===== src/rtl/tpdrm_pkg.sv =====
package tpdrm_pkg;

  // ------------------------------------------------------------
  // Serial target address and input filtering
  // ------------------------------------------------------------
  localparam logic [6:0] TPDRM_TGT_ADDR     = 7'h22;
  localparam int         TPDRM_CLK_PERIOD_PS = 20000;
  localparam int         TPDRM_SPIKE_MAX_PS  = 50000;
  // A spike this wide can cover ceil(max/period) samples, so one more is needed
  localparam int         TPDRM_FILT_CYC      =
    (TPDRM_SPIKE_MAX_PS + TPDRM_CLK_PERIOD_PS - 1) / TPDRM_CLK_PERIOD_PS + 1;

  // ------------------------------------------------------------
  // Register addresses
  // ------------------------------------------------------------
  localparam logic [7:0] TPDRM_A_IDENTITY  = 8'h01;
  localparam logic [7:0] TPDRM_A_CC_SW     = 8'h02;
  localparam logic [7:0] TPDRM_A_ACK_HDR   = 8'h03;
  localparam logic [7:0] TPDRM_A_MEASURE   = 8'h04;
  localparam logic [7:0] TPDRM_A_SLICER    = 8'h05;
  localparam logic [7:0] TPDRM_A_TX_CMD    = 8'h06;
  localparam logic [7:0] TPDRM_A_RX_SOP    = 8'h07;
  localparam logic [7:0] TPDRM_A_TOGGLE    = 8'h08;
  localparam logic [7:0] TPDRM_A_RETRY     = 8'h09;
  localparam logic [7:0] TPDRM_A_PRI_MASK  = 8'h0a;
  localparam logic [7:0] TPDRM_A_POWER     = 8'h0b;
  localparam logic [7:0] TPDRM_A_SOFT_RST  = 8'h0c;
  localparam logic [7:0] TPDRM_A_OCP       = 8'h0d;
  localparam logic [7:0] TPDRM_A_PDE_MASK  = 8'h0e;
  localparam logic [7:0] TPDRM_A_ACK_MASK  = 8'h0f;
  localparam logic [7:0] TPDRM_A_TOG_EXIT  = 8'h10;
  localparam logic [7:0] TPDRM_A_PDE_STAT  = 8'h3c;
  localparam logic [7:0] TPDRM_A_TOG_STAT  = 8'h3d;
  localparam logic [7:0] TPDRM_A_PDE_FLAGS = 8'h3e;
  localparam logic [7:0] TPDRM_A_ACK_FLAGS = 8'h3f;
  localparam logic [7:0] TPDRM_A_LINE_STAT = 8'h40;
  localparam logic [7:0] TPDRM_A_QUEUE_ST  = 8'h41;
  localparam logic [7:0] TPDRM_A_PRI_FLAGS = 8'h42;
  localparam logic [7:0] TPDRM_A_QUEUE     = 8'h43;

  // ------------------------------------------------------------
  // Reset values
  // ------------------------------------------------------------
  localparam logic [7:0] TPDRM_R_CC_SW    = 8'h03;
  localparam logic [7:0] TPDRM_R_ACK_HDR  = 8'h20;
  localparam logic [7:0] TPDRM_R_MEASURE  = 8'h31;
  localparam logic [7:0] TPDRM_R_SLICER   = 8'h60;
  localparam logic [7:0] TPDRM_R_TX_CMD   = 8'h24;
  localparam logic [7:0] TPDRM_R_RX_SOP   = 8'h00;
  localparam logic [7:0] TPDRM_R_TOGGLE   = 8'h02;
  localparam logic [7:0] TPDRM_R_RETRY    = 8'h06;
  localparam logic [7:0] TPDRM_R_MASK     = 8'h00;
  localparam logic [7:0] TPDRM_R_POWER    = 8'h01;
  localparam logic [7:0] TPDRM_R_OCP      = 8'h0f;
  localparam logic [7:0] TPDRM_R_TOG_EXIT = 8'h00;
  localparam logic [7:0] TPDRM_R_STATUS   = 8'h00;
  localparam logic [7:0] TPDRM_R_QUEUE_ST = 8'h28;
  localparam logic [7:0] TPDRM_R_FLAGS    = 8'h00;

  // ------------------------------------------------------------
  // Command bit positions
  // ------------------------------------------------------------
  localparam int TPDRM_B_TX_START  = 0;
  localparam int TPDRM_B_TX_FLUSH  = 6;
  localparam int TPDRM_B_RX_FLUSH  = 2;
  localparam int TPDRM_B_DEV_RST   = 0;
  localparam int TPDRM_B_PD_RST    = 1;
  localparam logic [7:0] TPDRM_TX_CMD_SC = 8'h41;
  localparam logic [7:0] TPDRM_RX_SOP_SC = 8'h04;

  typedef enum logic [2:0] {
    TPDRM_ST_IDLE,
    TPDRM_ST_RX,
    TPDRM_ST_ACK,
    TPDRM_ST_TX,
    TPDRM_ST_MACK
  } tpdrm_state_e;

  typedef enum logic [1:0] {
    TPDRM_K_ADDR,
    TPDRM_K_PTR,
    TPDRM_K_DATA
  } tpdrm_kind_e;

endpackage : tpdrm_pkg


===== src/rtl/tpdrm_regs.sv =====
`timescale 1ns/1ps
`default_nettype none

// Contract
// - Answer target address 0100010, bit eight selects direction
// - Accept serial clock up to 1000 kHz
// - Filter out bus spikes up to 50 ns
// - Queue port pushes writes, pops reads, pointer holds
// - Interrupt flag registers clear when read
// - Reset command bits act once, self clear
// - Control command bits self clear; resets 0x24, 0x00
// - Queue status reads 0x28 after reset
// - Mask bits pair with same flag position
// - Identity register read-only, version and revision fields
module tpdrm_regs
  import tpdrm_pkg::*;
#(
  parameter logic [3:0] VERSION_FIELD  = 4'h1,  // Arbitrary value
  parameter logic [3:0] REVISION_FIELD = 4'h0   // Arbitrary value
) (
  // Clock and reset
  input  wire logic       i_clk,
  input  wire logic       i_reset,
  // Serial bus pins
  input  wire logic       i_scl,
  input  wire logic       i_sda,
  output logic            o_sda,
  output logic            o_sda_oe,
  // Configuration to the core
  output logic [7:0]      o_cc_switch_ctrl,
  output logic [7:0]      o_ack_header_tx_ctrl,
  output logic [7:0]      o_measure,
  output logic [7:0]      o_slicer_threshold,
  output logic [7:0]      o_tx_command_ctrl,
  output logic [7:0]      o_rx_sop_ctrl,
  output logic [7:0]      o_toggle_ctrl,
  output logic [7:0]      o_retry_reset_ctrl,
  output logic [7:0]      o_power_enable,
  output logic [7:0]      o_overcurrent_limit,
  output logic [7:0]      o_toggle_exit_ctrl,
  output logic [7:0]      o_primary_irq_mask,
  output logic [7:0]      o_pd_event_irq_mask,
  output logic [7:0]      o_ack_sent_irq_mask,
  // Command pulses to the core
  output logic            o_tx_start,
  output logic            o_tx_flush,
  output logic            o_rx_flush,
  output logic            o_delivery_logic_reset,
  output logic            o_whole_device_reset,
  // Status from the core
  input  wire logic [7:0] i_pd_event_status,
  input  wire logic [7:0] i_toggle_sop_status,
  input  wire logic [7:0] i_line_status,
  input  wire logic [7:0] i_queue_fault_status,
  // Interrupt events from the core, one-cycle pulses
  input  wire logic [7:0] i_primary_irq_set,
  input  wire logic [7:0] i_pd_event_irq_set,
  input  wire logic [7:0] i_ack_sent_irq_set,
  // Queue port
  output logic            o_txq_push,
  output logic [7:0]      o_txq_data,
  output logic            o_rxq_pop,
  input  wire logic [7:0] i_rxq_data
);

  // ------------------------------------------------------------
  // Pin synchronisers and spike filters
  // ------------------------------------------------------------
  logic [1:0] pin_in;
  logic [1:0] sync1_r;
  logic [1:0] sync2_r;
  logic [1:0] filt_r;
  logic [1:0] filt_q_r;

  assign pin_in = {i_sda, i_scl};

  genvar g;
  generate
    for (g = 0; g < 2; g++)
    begin : g_filt
      logic [2:0] cnt_r;
      always_ff @(posedge i_clk or posedge i_reset)
      begin
        if (i_reset)
        begin
          sync1_r[g]  <= 1'b1;
          sync2_r[g]  <= 1'b1;
          filt_r[g]   <= 1'b1;
          filt_q_r[g] <= 1'b1;
          cnt_r       <= 3'h0;
        end
        else
        begin
          sync1_r[g]  <= pin_in[g];
          sync2_r[g]  <= sync1_r[g];
          filt_q_r[g] <= filt_r[g];
          // A level must hold for more samples than a spike can span
          if (sync2_r[g] == filt_r[g])
            cnt_r <= 3'h0;
          else if (cnt_r == 3'(TPDRM_FILT_CYC - 1))
          begin
            filt_r[g] <= sync2_r[g];
            cnt_r     <= 3'h0;
          end
          else
            cnt_r <= cnt_r + 3'h1;
        end
      end
    end
  endgenerate

  // ------------------------------------------------------------
  // Bus events
  // ------------------------------------------------------------
  wire scl_rise  = filt_r[0] & ~filt_q_r[0];
  wire scl_fall  = ~filt_r[0] & filt_q_r[0];
  wire scl_high  = filt_r[0] & filt_q_r[0];
  wire bus_start = scl_high & filt_q_r[1] & ~filt_r[1];
  wire bus_stop  = scl_high & ~filt_q_r[1] & filt_r[1];
  wire sda_in    = filt_r[1];

  // ------------------------------------------------------------
  // Serial target state
  // ------------------------------------------------------------
  tpdrm_state_e state_r;
  tpdrm_kind_e  kind_r;
  logic [3:0]   bitcnt_r;
  logic [7:0]   shift_r;
  logic [7:0]   ptr_r;
  logic         rd_r;
  logic         nack_r;

  logic [7:0] cc_sw_r, ack_hdr_r, measure_r, slicer_r, tx_cmd_r, rx_sop_r;
  logic [7:0] toggle_r, retry_r, power_r, ocp_r, tog_exit_r;
  logic [7:0] pri_mask_r, pde_mask_r, ack_mask_r;
  logic [7:0] pde_stat_r, tog_stat_r, line_stat_r, queue_st_r;
  logic [7:0] pri_flags_r, pde_flags_r, ack_flags_r;

  // Byte complete, and a write byte landing in the register file
  wire byte_done = (state_r == TPDRM_ST_RX) && scl_fall && (bitcnt_r == 4'h8);
  wire addr_hit  = (shift_r[7:1] == TPDRM_TGT_ADDR);
  wire wr_strobe = byte_done && (kind_r == TPDRM_K_DATA);
  // A read byte is fetched on leaving an address ack or a host ack
  wire rd_fetch  = scl_fall && !nack_r &&
                   (((state_r == TPDRM_ST_ACK) && (kind_r == TPDRM_K_ADDR) && rd_r) ||
                    (state_r == TPDRM_ST_MACK));
  wire on_queue  = (ptr_r == TPDRM_A_QUEUE);
  wire ptr_step  = (wr_strobe || rd_fetch) && !on_queue;

  function automatic logic wr_at(input logic [7:0] a);
    return wr_strobe && (ptr_r == a);
  endfunction : wr_at

  // ------------------------------------------------------------
  // Read selection
  // ------------------------------------------------------------
  logic [7:0] rd_data;
  always_comb
  begin
    case (ptr_r)
      TPDRM_A_IDENTITY:  rd_data = {VERSION_FIELD, REVISION_FIELD};
      TPDRM_A_CC_SW:     rd_data = cc_sw_r;
      TPDRM_A_ACK_HDR:   rd_data = ack_hdr_r;
      TPDRM_A_MEASURE:   rd_data = measure_r;
      TPDRM_A_SLICER:    rd_data = slicer_r;
      TPDRM_A_TX_CMD:    rd_data = tx_cmd_r;
      TPDRM_A_RX_SOP:    rd_data = rx_sop_r;
      TPDRM_A_TOGGLE:    rd_data = toggle_r;
      TPDRM_A_RETRY:     rd_data = retry_r;
      TPDRM_A_PRI_MASK:  rd_data = pri_mask_r;
      TPDRM_A_POWER:     rd_data = power_r;
      TPDRM_A_OCP:       rd_data = ocp_r;
      TPDRM_A_PDE_MASK:  rd_data = pde_mask_r;
      TPDRM_A_ACK_MASK:  rd_data = ack_mask_r;
      TPDRM_A_TOG_EXIT:  rd_data = tog_exit_r;
      TPDRM_A_PDE_STAT:  rd_data = pde_stat_r;
      TPDRM_A_TOG_STAT:  rd_data = tog_stat_r;
      TPDRM_A_PDE_FLAGS: rd_data = pde_flags_r;
      TPDRM_A_ACK_FLAGS: rd_data = ack_flags_r;
      TPDRM_A_LINE_STAT: rd_data = line_stat_r;
      TPDRM_A_QUEUE_ST:  rd_data = queue_st_r;
      TPDRM_A_PRI_FLAGS: rd_data = pri_flags_r;
      TPDRM_A_QUEUE:     rd_data = i_rxq_data;
      default:           rd_data = 8'h00;
    endcase
  end

  // ------------------------------------------------------------
  // Protocol engine
  // ------------------------------------------------------------
  always_ff @(posedge i_clk or posedge i_reset)
  begin
    if (i_reset)
    begin
      state_r  <= TPDRM_ST_IDLE;
      kind_r   <= TPDRM_K_ADDR;
      bitcnt_r <= 4'h0;
      shift_r  <= 8'h00;
      ptr_r    <= 8'h00;
      rd_r     <= 1'b0;
      nack_r   <= 1'b0;
      o_sda_oe <= 1'b0;
    end
    else if (bus_stop)
    begin
      state_r  <= TPDRM_ST_IDLE;
      o_sda_oe <= 1'b0;
    end
    else if (bus_start)
    begin
      // Repeated start keeps the pointer for a following read
      state_r  <= TPDRM_ST_RX;
      kind_r   <= TPDRM_K_ADDR;
      bitcnt_r <= 4'h0;
      nack_r   <= 1'b0;
      o_sda_oe <= 1'b0;
    end
    else
    begin
      if (ptr_step)
        ptr_r <= ptr_r + 8'h01;
      case (state_r)
        TPDRM_ST_RX:
        begin
          if (scl_rise)
          begin
            shift_r  <= {shift_r[6:0], sda_in};
            bitcnt_r <= bitcnt_r + 4'h1;
          end
          else if (byte_done)
          begin
            if (kind_r == TPDRM_K_ADDR && !addr_hit)
              state_r <= TPDRM_ST_IDLE;
            else
            begin
              state_r  <= TPDRM_ST_ACK;
              o_sda_oe <= 1'b1;
              if (kind_r == TPDRM_K_ADDR)
                rd_r <= shift_r[0];
              if (kind_r == TPDRM_K_PTR)
                ptr_r <= shift_r;
            end
          end
        end
        TPDRM_ST_ACK:
        begin
          if (scl_fall)
          begin
            bitcnt_r <= 4'h0;
            if (rd_fetch)
            begin
              state_r  <= TPDRM_ST_TX;
              shift_r  <= rd_data;
              o_sda_oe <= ~rd_data[7];
            end
            else
            begin
              state_r  <= TPDRM_ST_RX;
              kind_r   <= (kind_r == TPDRM_K_ADDR) ? TPDRM_K_PTR : TPDRM_K_DATA;
              o_sda_oe <= 1'b0;
            end
          end
        end
        TPDRM_ST_TX:
        begin
          if (scl_fall)
          begin
            if (bitcnt_r == 4'h7)
            begin
              state_r  <= TPDRM_ST_MACK;
              o_sda_oe <= 1'b0;
            end
            else
            begin
              shift_r  <= {shift_r[6:0], 1'b0};
              o_sda_oe <= ~shift_r[6];
              bitcnt_r <= bitcnt_r + 4'h1;
            end
          end
        end
        TPDRM_ST_MACK:
        begin
          if (scl_rise)
            nack_r <= sda_in;
          else if (scl_fall)
          begin
            bitcnt_r <= 4'h0;
            if (rd_fetch)
            begin
              state_r  <= TPDRM_ST_TX;
              shift_r  <= rd_data;
              o_sda_oe <= ~rd_data[7];
            end
            else
              state_r <= TPDRM_ST_IDLE;
          end
        end
        default:
          o_sda_oe <= 1'b0;
      endcase
    end
  end

  // Open drain: the pin is only ever pulled low
  assign o_sda = 1'b0;

  // ------------------------------------------------------------
  // Register file
  // ------------------------------------------------------------
  // Command pulse is a flop output, so it is a clean reset source
  wire regs_rst = i_reset | o_whole_device_reset;
  wire rd_pri   = rd_fetch && (ptr_r == TPDRM_A_PRI_FLAGS);
  wire rd_pde   = rd_fetch && (ptr_r == TPDRM_A_PDE_FLAGS);
  wire rd_ack   = rd_fetch && (ptr_r == TPDRM_A_ACK_FLAGS);

  always_ff @(posedge i_clk or posedge regs_rst)
  begin
    if (regs_rst)
    begin
      cc_sw_r     <= TPDRM_R_CC_SW;
      ack_hdr_r   <= TPDRM_R_ACK_HDR;
      measure_r   <= TPDRM_R_MEASURE;
      slicer_r    <= TPDRM_R_SLICER;
      tx_cmd_r    <= TPDRM_R_TX_CMD;
      rx_sop_r    <= TPDRM_R_RX_SOP;
      toggle_r    <= TPDRM_R_TOGGLE;
      retry_r     <= TPDRM_R_RETRY;
      power_r     <= TPDRM_R_POWER;
      ocp_r       <= TPDRM_R_OCP;
      tog_exit_r  <= TPDRM_R_TOG_EXIT;
      pri_mask_r  <= TPDRM_R_MASK;
      pde_mask_r  <= TPDRM_R_MASK;
      ack_mask_r  <= TPDRM_R_MASK;
      pde_stat_r  <= TPDRM_R_STATUS;
      tog_stat_r  <= TPDRM_R_STATUS;
      line_stat_r <= TPDRM_R_STATUS;
      queue_st_r  <= TPDRM_R_QUEUE_ST;
      pri_flags_r <= TPDRM_R_FLAGS;
      pde_flags_r <= TPDRM_R_FLAGS;
      ack_flags_r <= TPDRM_R_FLAGS;
    end
    else
    begin
      if (wr_at(TPDRM_A_CC_SW))    cc_sw_r    <= shift_r;
      if (wr_at(TPDRM_A_ACK_HDR))  ack_hdr_r  <= shift_r;
      if (wr_at(TPDRM_A_MEASURE))  measure_r  <= shift_r;
      if (wr_at(TPDRM_A_SLICER))   slicer_r   <= shift_r;
      if (wr_at(TPDRM_A_TX_CMD))   tx_cmd_r   <= shift_r & ~TPDRM_TX_CMD_SC;
      if (wr_at(TPDRM_A_RX_SOP))   rx_sop_r   <= shift_r & ~TPDRM_RX_SOP_SC;
      if (wr_at(TPDRM_A_TOGGLE))   toggle_r   <= shift_r;
      if (wr_at(TPDRM_A_RETRY))    retry_r    <= shift_r;
      if (wr_at(TPDRM_A_POWER))    power_r    <= shift_r;
      if (wr_at(TPDRM_A_OCP))      ocp_r      <= shift_r;
      if (wr_at(TPDRM_A_TOG_EXIT)) tog_exit_r <= shift_r;
      if (wr_at(TPDRM_A_PRI_MASK)) pri_mask_r <= shift_r;
      if (wr_at(TPDRM_A_PDE_MASK)) pde_mask_r <= shift_r;
      if (wr_at(TPDRM_A_ACK_MASK)) ack_mask_r <= shift_r;
      pde_stat_r  <= i_pd_event_status;
      tog_stat_r  <= i_toggle_sop_status;
      line_stat_r <= i_line_status;
      queue_st_r  <= i_queue_fault_status;
      // An event in the cycle of the clearing read survives it
      pri_flags_r <= (rd_pri ? 8'h00 : pri_flags_r) | i_primary_irq_set;
      pde_flags_r <= (rd_pde ? 8'h00 : pde_flags_r) | i_pd_event_irq_set;
      ack_flags_r <= (rd_ack ? 8'h00 : ack_flags_r) | i_ack_sent_irq_set;
    end
  end

  // ------------------------------------------------------------
  // Command pulses and queue strobes
  // ------------------------------------------------------------
  always_ff @(posedge i_clk or posedge i_reset)
  begin
    if (i_reset)
    begin
      o_tx_start             <= 1'b0;
      o_tx_flush             <= 1'b0;
      o_rx_flush             <= 1'b0;
      o_delivery_logic_reset <= 1'b0;
      o_whole_device_reset   <= 1'b0;
      o_txq_push             <= 1'b0;
      o_txq_data             <= 8'h00;
      o_rxq_pop              <= 1'b0;
    end
    else
    begin
      o_tx_start             <= wr_at(TPDRM_A_TX_CMD) && shift_r[TPDRM_B_TX_START];
      o_tx_flush             <= wr_at(TPDRM_A_TX_CMD) && shift_r[TPDRM_B_TX_FLUSH];
      o_rx_flush             <= wr_at(TPDRM_A_RX_SOP) && shift_r[TPDRM_B_RX_FLUSH];
      o_delivery_logic_reset <= wr_at(TPDRM_A_SOFT_RST) && shift_r[TPDRM_B_PD_RST];
      o_whole_device_reset   <= wr_at(TPDRM_A_SOFT_RST) && shift_r[TPDRM_B_DEV_RST];
      o_txq_push             <= wr_at(TPDRM_A_QUEUE);
      if (wr_at(TPDRM_A_QUEUE))
        o_txq_data <= shift_r;
      o_rxq_pop              <= rd_fetch && on_queue;
    end
  end

  // ------------------------------------------------------------
  // Configuration outputs
  // ------------------------------------------------------------
  assign o_cc_switch_ctrl     = cc_sw_r;
  assign o_ack_header_tx_ctrl = ack_hdr_r;
  assign o_measure            = measure_r;
  assign o_slicer_threshold   = slicer_r;
  assign o_tx_command_ctrl    = tx_cmd_r;
  assign o_rx_sop_ctrl        = rx_sop_r;
  assign o_toggle_ctrl        = toggle_r;
  assign o_retry_reset_ctrl   = retry_r;
  assign o_power_enable       = power_r;
  assign o_overcurrent_limit  = ocp_r;
  assign o_toggle_exit_ctrl   = tog_exit_r;
  assign o_primary_irq_mask   = pri_mask_r;
  assign o_pd_event_irq_mask  = pde_mask_r;
  assign o_ack_sent_irq_mask  = ack_mask_r;

endmodule : tpdrm_regs

`default_nettype wire


===== config.mk =====
export PLATFORM = sky130hd
export DESIGN_NAME = tpdrm_regs
export DESIGN_NICKNAME = d
export VERILOG_FILES = /design/src/rtl/tpdrm_pkg.sv /design/src/rtl/tpdrm_regs.sv
export SDC_FILE = /design/constraint.sdc
export NUM_CORES = 1
export LEC_CHECK = 0
export BUFFER_PORTS_ARGS = -buffer_cell sky130_fd_sc_hd__buf_2
export CORE_MARGIN = 3
export CORE_UTILIZATION = 38
export DETAILED_ROUTE_END_ITERATION = 10
export GPL_TIMING_DRIVEN = 0
export PLACE_DENSITY_LB_ADDON = 0.25
export SYNTH_ARGS = -nofsm -noshare
export SYNTH_HDL_FRONTEND = slang
export SYNTH_SLANG_ARGS = --single-unit

===== constraint.sdc =====
create_clock -name i_clk -period 14.1 [get_ports i_clk]
set_clock_uncertainty 0.1 [all_clocks]
set_input_delay 1.41 -clock i_clk [delete_from_list [all_inputs] [get_ports i_clk]]
set_output_delay 1.41 -clock i_clk [all_outputs]
set_load 0.005 [all_outputs]

==> results_dict.tcl, run 1 <==
set metrics [dict create \
    status "completed" \
    antenna_found_initial 0 \
    grt.overflow.total 0 \
    instances_no_fill 1471 \
    die_x_um 172 \
    syn_area_um2 10500 \
    async_reset_ff_share_pct 100 \
    syn_to_final_growth_pct 22.5 \
    criticalPathCategory "flip-flop to flip-flop" \
    synth_top_area_share_pct 46.1 \
    dp_hpwl_um 27900 \
    ys.flop_type "dfrtp_1" \
    required_ps 14360 \
    routed_via_density 5.82 \
    p_leak_nw 6.29 \
    report.final.hold_viol_count 0 \
    cts_sinks 222 \
    drv_cap 0 \
    syn_area_per_cell_um2 12.4 \
    synth_top_area_cell "dfrtp_1" \
    fp.dieH_um 172 \
    cts_setup_buffers 0 \
    endpoint_kind "flip-flop" \
    cts_tree "built" \
    crit_path_start "ptr_r[1]" \
    maxSlewHeadroom_pct 12.0 \
    yosys.cell_count.top_type "dfrtp_1" \
    insertion_delay_ps 530 \
    final_layout_size_suffix_gt1_share_pct 41.0 \
    slew_viol_final 0 \
    syn_inst 851 \
    cts_hold_buf 0 \
    cts_buffer_depth 3 \
    avgRoutedWirePerCell_um 26.2 \
    worst_pin_slew_ps 1310 \
    dieArea_um2 29700 \
    place_congestion 0.948 \
    clock.fmax_ghz 0.256 \
    grt_pass1_wl_um 56800 \
    core_um2 27100 \
    hold_class "flip-flop to async pin" \
    ys_seq_area_share_pct 53.1 \
    grt_usage_pct 25.8 \
    critPathMaxFanout 10 \
    clkTransAtPathRegs_ps 60 \
    fin_setup_tns_ps 0 \
    root_buffer "clkbuf_16" \
    min_period_over_period_pct 27.7 \
    finalWirelength_um 38600 \
    ant_nets 0 \
    cp.arrival_ps 4160 \
    setup_violations 0 \
    n_antenna_cell 0 \
    initial_core_util_pct 38.8 \
    drc 0 \
    yosysWarnings 0 \
    grt_max_degree 33 \
    fill_cells 2575 \
    cts_htree_levels 1 \
    place_inst 1426 \
    powerDensity_nw_per_um2 114 \
    synthDistinctLibCells 84 \
    grt_pass1_vias 8717 \
    ioPinCount 197 \
    portBuffers 192 \
    dr.first_iter.drc_count 743 \
    worstReg2RegStart "ptr_r[1]" \
    synth_common_cells "194 x dfrtp_1, 90 x mux2_2, 38 x nand2_1, 35 x nor2_1" \
    synth_edf_count 0 \
    rsz0062_at_grt "false" \
    r2r_cells 9 \
    row_count 60 \
    layout.nets 1158 \
    synth.ff_latch_count 222 \
    layout_min_cycle_time_ps 3900 \
    vias 8568 \
    start_kind "flip-flop" \
    hold_ws_ps 261 \
    synth_area_leaders "dfrtp_1 46%, mux2_2 9.6%, dfstp_2 7.0%, mux2_4 4.6%, a22o_1 2.7%" \
    peakVddDrop_mv 0.0824 \
    first_pass_iters 5 \
    cts_resized 0 \
    cts_made_buffers 25 \
]
cell usage in the layout (no fill, tap or decap), drive strengths merged, types with 24 or more instances in the layout:
cell	synthesis	final
a21o	26	26
nor2	35	35
a22o	32	32
dfstp	28	28
mux2	122	122
nand2	39	39
clkbuf	27	62
nand3	24	24
a22oi	30	30
buf	40	239
dfrtp	194	194
critical path, cell delays in order, from the launching register on:
cell and delay (ps):
dfrtp_1 420, inv_1 110, ha_1 300, clkbuf_1 400
clkbuf_1 450, a22o_1 350, a32oi_1 270, nand3_1 200
a2111oi_0 900, o21ai_0 220
power breakdown:
part	total (mW)	switching, mW	internal (mW)
combinational	0.168	0.113	0.0549
sequential	0.689	0.0214	0.667
clock	0.612	0.265	0.347
total	1.47	0.399	1.07
cells by family after synthesis:
kind of cell	count (synthesis)	share of synthesized area, %
other	1	0.0356
AO/OA/AOI/OAI	195	14.5
adder cells (fa/ha/maj)	9	1.07
multiplexers	127	14.7
flip-flops	222	53.1
AND/OR/NAND/NOR	213	12.5
buffers and inverters	77	3.58
XOR/XNOR	7	0.582
final timing paths:
kind | to | slack (ps)
max | shift_r[5] | 10200
max in group asynchronous | o_cc_switch_ctrl[1] | 11900
max reg2reg | shift_r[5] | 10200
min | o_primary_irq_mask[4] | 260
min in group i_clk | sync2_r[1] | 260
min reg2reg | o_primary_irq_mask[4] | 260
per-stage QoR:
step | worst slack, ps | area (um2) | util [%] | power, mW
after CTS | 10460 | 12900 | 47.6 | 1.47
after global placement | -1610 | 12000 | 44.2 | 0.859
after floorplan | 2850 | 10500 | - | 0.792
final | 10200 | 12900 | 47.6 | 1.47
after detailed placement | 10490 | 12100 | 44.8 | 0.866
after global routing | 10280 | 12900 | 47.6 | 1.52
layout make-up:
type                       instances  area (um2)  share of cell area [%]
buffer                            67         339                    2.63
clock buffer                      35         703                    5.45
tap                              372         465                    3.61
multi-input combinational        555        4580                    35.5
clock inverter                    10        58.8                   0.456
timing repair buffer             200        1120                    8.68
inverter                          10        37.5                   0.291
sequential                       222        5590                    43.4
routing by layer:
| layer | wire [um] | GRT usage [%] | up-vias |
|---|---|---|---|
| met4 | 1290 | 8.40 | 0 |
| met2 | 17700 | 40.7 | 409 |
| li1 | - | - | 3655 |
| met3 | 2890 | 4.57 | 82 |
| met5 | 0 | 0 | - |
| met1 | 16700 | 36.2 | 4422 |
Power figures use the tool's default switching activity.
==> run 2, diff against run 1 <==
Clock period 14.1 ns to 3.7 ns, I/O delays scaled along.
==> run 2 against run 1 <==
Against the previous run: the run now ends with max-capacitance violations, max-slew violations left; sequential share of layout area fell by 1.8 points; largest power group unchanged; final cell count rose by 3.9%; power rose to 3.9 times the previous value; worst setup slack got worse by 10000 ps; highest routed layer unchanged.
==> results_dict.tcl, run 2 (synthesized netlist as in run 1, its figures left out) <==
set metrics [dict create \
    status "complete, but fails checks" \
    violations "max-capacitance violations, max-slew violations" \
    grt_max_degree 42 \
    place_inst 1424 \
    syn_to_final_growth_pct 27.9 \
    drc 0 \
    rsz0062_at_grt "false" \
    hold_class "flip-flop to flip-flop" \
    powerDensity_nw_per_um2 423 \
    fin_setup_tns_ps 0 \
    cts_buffer_depth 3 \
    avgRoutedWirePerCell_um 25.5 \
    hold_ws_ps 255 \
    clock.fmax_ghz 0.280 \
    routed_via_density 5.75 \
    cts_sinks 222 \
    start_kind "flip-flop" \
    n_antenna_cell 0 \
    ant_nets 0 \
    instances_no_fill 1529 \
    row_count 60 \
    cts_made_buffers 25 \
    grt-busiest-layer "met2" \
    initial_core_util_pct 38.8 \
    grt_pass1_vias 8807 \
    layout_common_cells "214 x buf_2, 194 x dfrtp_1, 90 x mux2_2" \
    die_x_um 172 \
    root_buffer "clkbuf_16" \
    cts_htree_levels 1 \
    cp.arrival_ps 3850 \
    place_congestion 0.942 \
    power_mw 5.69 \
    clkTransAtPathRegs_ps 60 \
    dr.first_iter.drc_count 772 \
    dp_hpwl_um 27800 \
    grt.overflow.total 0 \
    use_met3_pct 4.69 \
    ioPinCount 197 \
    fp.dieH_um 172 \
    setup_violations 0 \
    grt_pass1_wl_um 57400 \
    slew_viol_final 1 \
    dieArea_um2 29700 \
    p_leak_nw 6.52 \
    finalWirelength_um 39000 \
    grt_usage_pct 26.0 \
    fin_util_pct 49.7 \
    drv_cap 1 \
    endpoint_kind "flip-flop" \
    required_ps 3980 \
    final_common_cell "buf_2" \
    cts_setup_buffers 0 \
    cpPeakStageDelay_ps 670 \
    final_layout_size_suffix_gt1_share_pct 38.4 \
    worst_pin_slew_ps 1470 \
    worst_path_dominant_cell_family "compound AO/OA/AOI/OAI gates" \
    layout_min_cycle_time_ps 3580 \
    portBuffers 192 \
    critical_path_buf_inv_count 3 \
    gr-usage-met2_pct 40.4 \
    criticalPathCategory "flip-flop to flip-flop" \
    path_cells "inv_1 > ha_1 > clkbuf_1 > clkbuf_1 > a22o_1 > a32oi_1 > nand3_1 > a2111oi_1 > o21ai_0" \
    antenna_found_initial 0 \
    peakVddDrop_mv 0.301 \
    fill_cells 2438 \
    crit_top_cell "clkbuf_1" \
    core_um2 27100 \
    insertion_delay_ps 540 \
    cts_tree "built" \
    min_period_over_period_pct 96.7 \
    use_met1_pct 37.2 \
    layout.nets 1215 \
    critPathMaxFanout 10 \
    vias 8792 \
    report.final.hold_viol_count 0 \
    slowest_stage "a2111oi_1" \
    first_pass_iters 6 \
    maxSlewHeadroom_pct -0.423 \
]
==> run 2: timing repair <==
action                     CTS  global route
hold endpoints to repair    74             0
hold buffers                59             0
gates resized for setup      0             4
setup endpoints to repair    0            26
==> run 2: metrics by stage <==
step | cell area, um2 | setup slack [ps]
6_report | 13500 | 123
5_1_grt | 13500 | 68.8
4_1_cts | 13500 | 12.9
3_5_place_dp | 12100 | 32.6
3_3_place_gp | 12000 | -1580
2_1_floorplan | 10500 | -24.2
==> run 2: layer usage <==
layer	routed length (um)	share of wire (%)
met5	0	0
met4	1330	3.4
met3	3320	8.5
met2	17400	45
met1	16900	43
==> run 2: final cells by class <==
type                       count  area [um2]  area share (%)
sequential                   222        5590            41.5
multi-input combinational    555        4590            34.1
timing repair buffer         257        1670            12.4
clock buffer                  45         761            5.65
tap                          372         465            3.46
buffer                        67         340            2.53
inverter                      10        37.5           0.279
clock inverter                 1        8.76          0.0651
==> run 2: final timing paths <==
path	from	endpoint	slack [ps]	cells past startpoint
setup reg to reg	ptr_r[1]	shift_r[5]	120	9
hold reg to reg	sync1_r[0]	sync2_r[0]	260	0
hold / removal	sync1_r[0]	sync2_r[0]	260	0
setup / recovery	ptr_r[1]	shift_r[5]	120	9
min in group asynchronous	i_reset	ptr_r[3]	320	3
max in group asynchronous	i_reset	o_measure[4]	1740	6
==> run 2: where the power goes <==
part | switching (mW) | leakage (nW) | internal (mW)
Combinational | 0.438 | 3.38 | 0.247
Clock | 1.00 | 0.372 | 1.38
Sequential | 0.0835 | 2.77 | 2.54
Total | 1.52 | 6.52 | 4.17
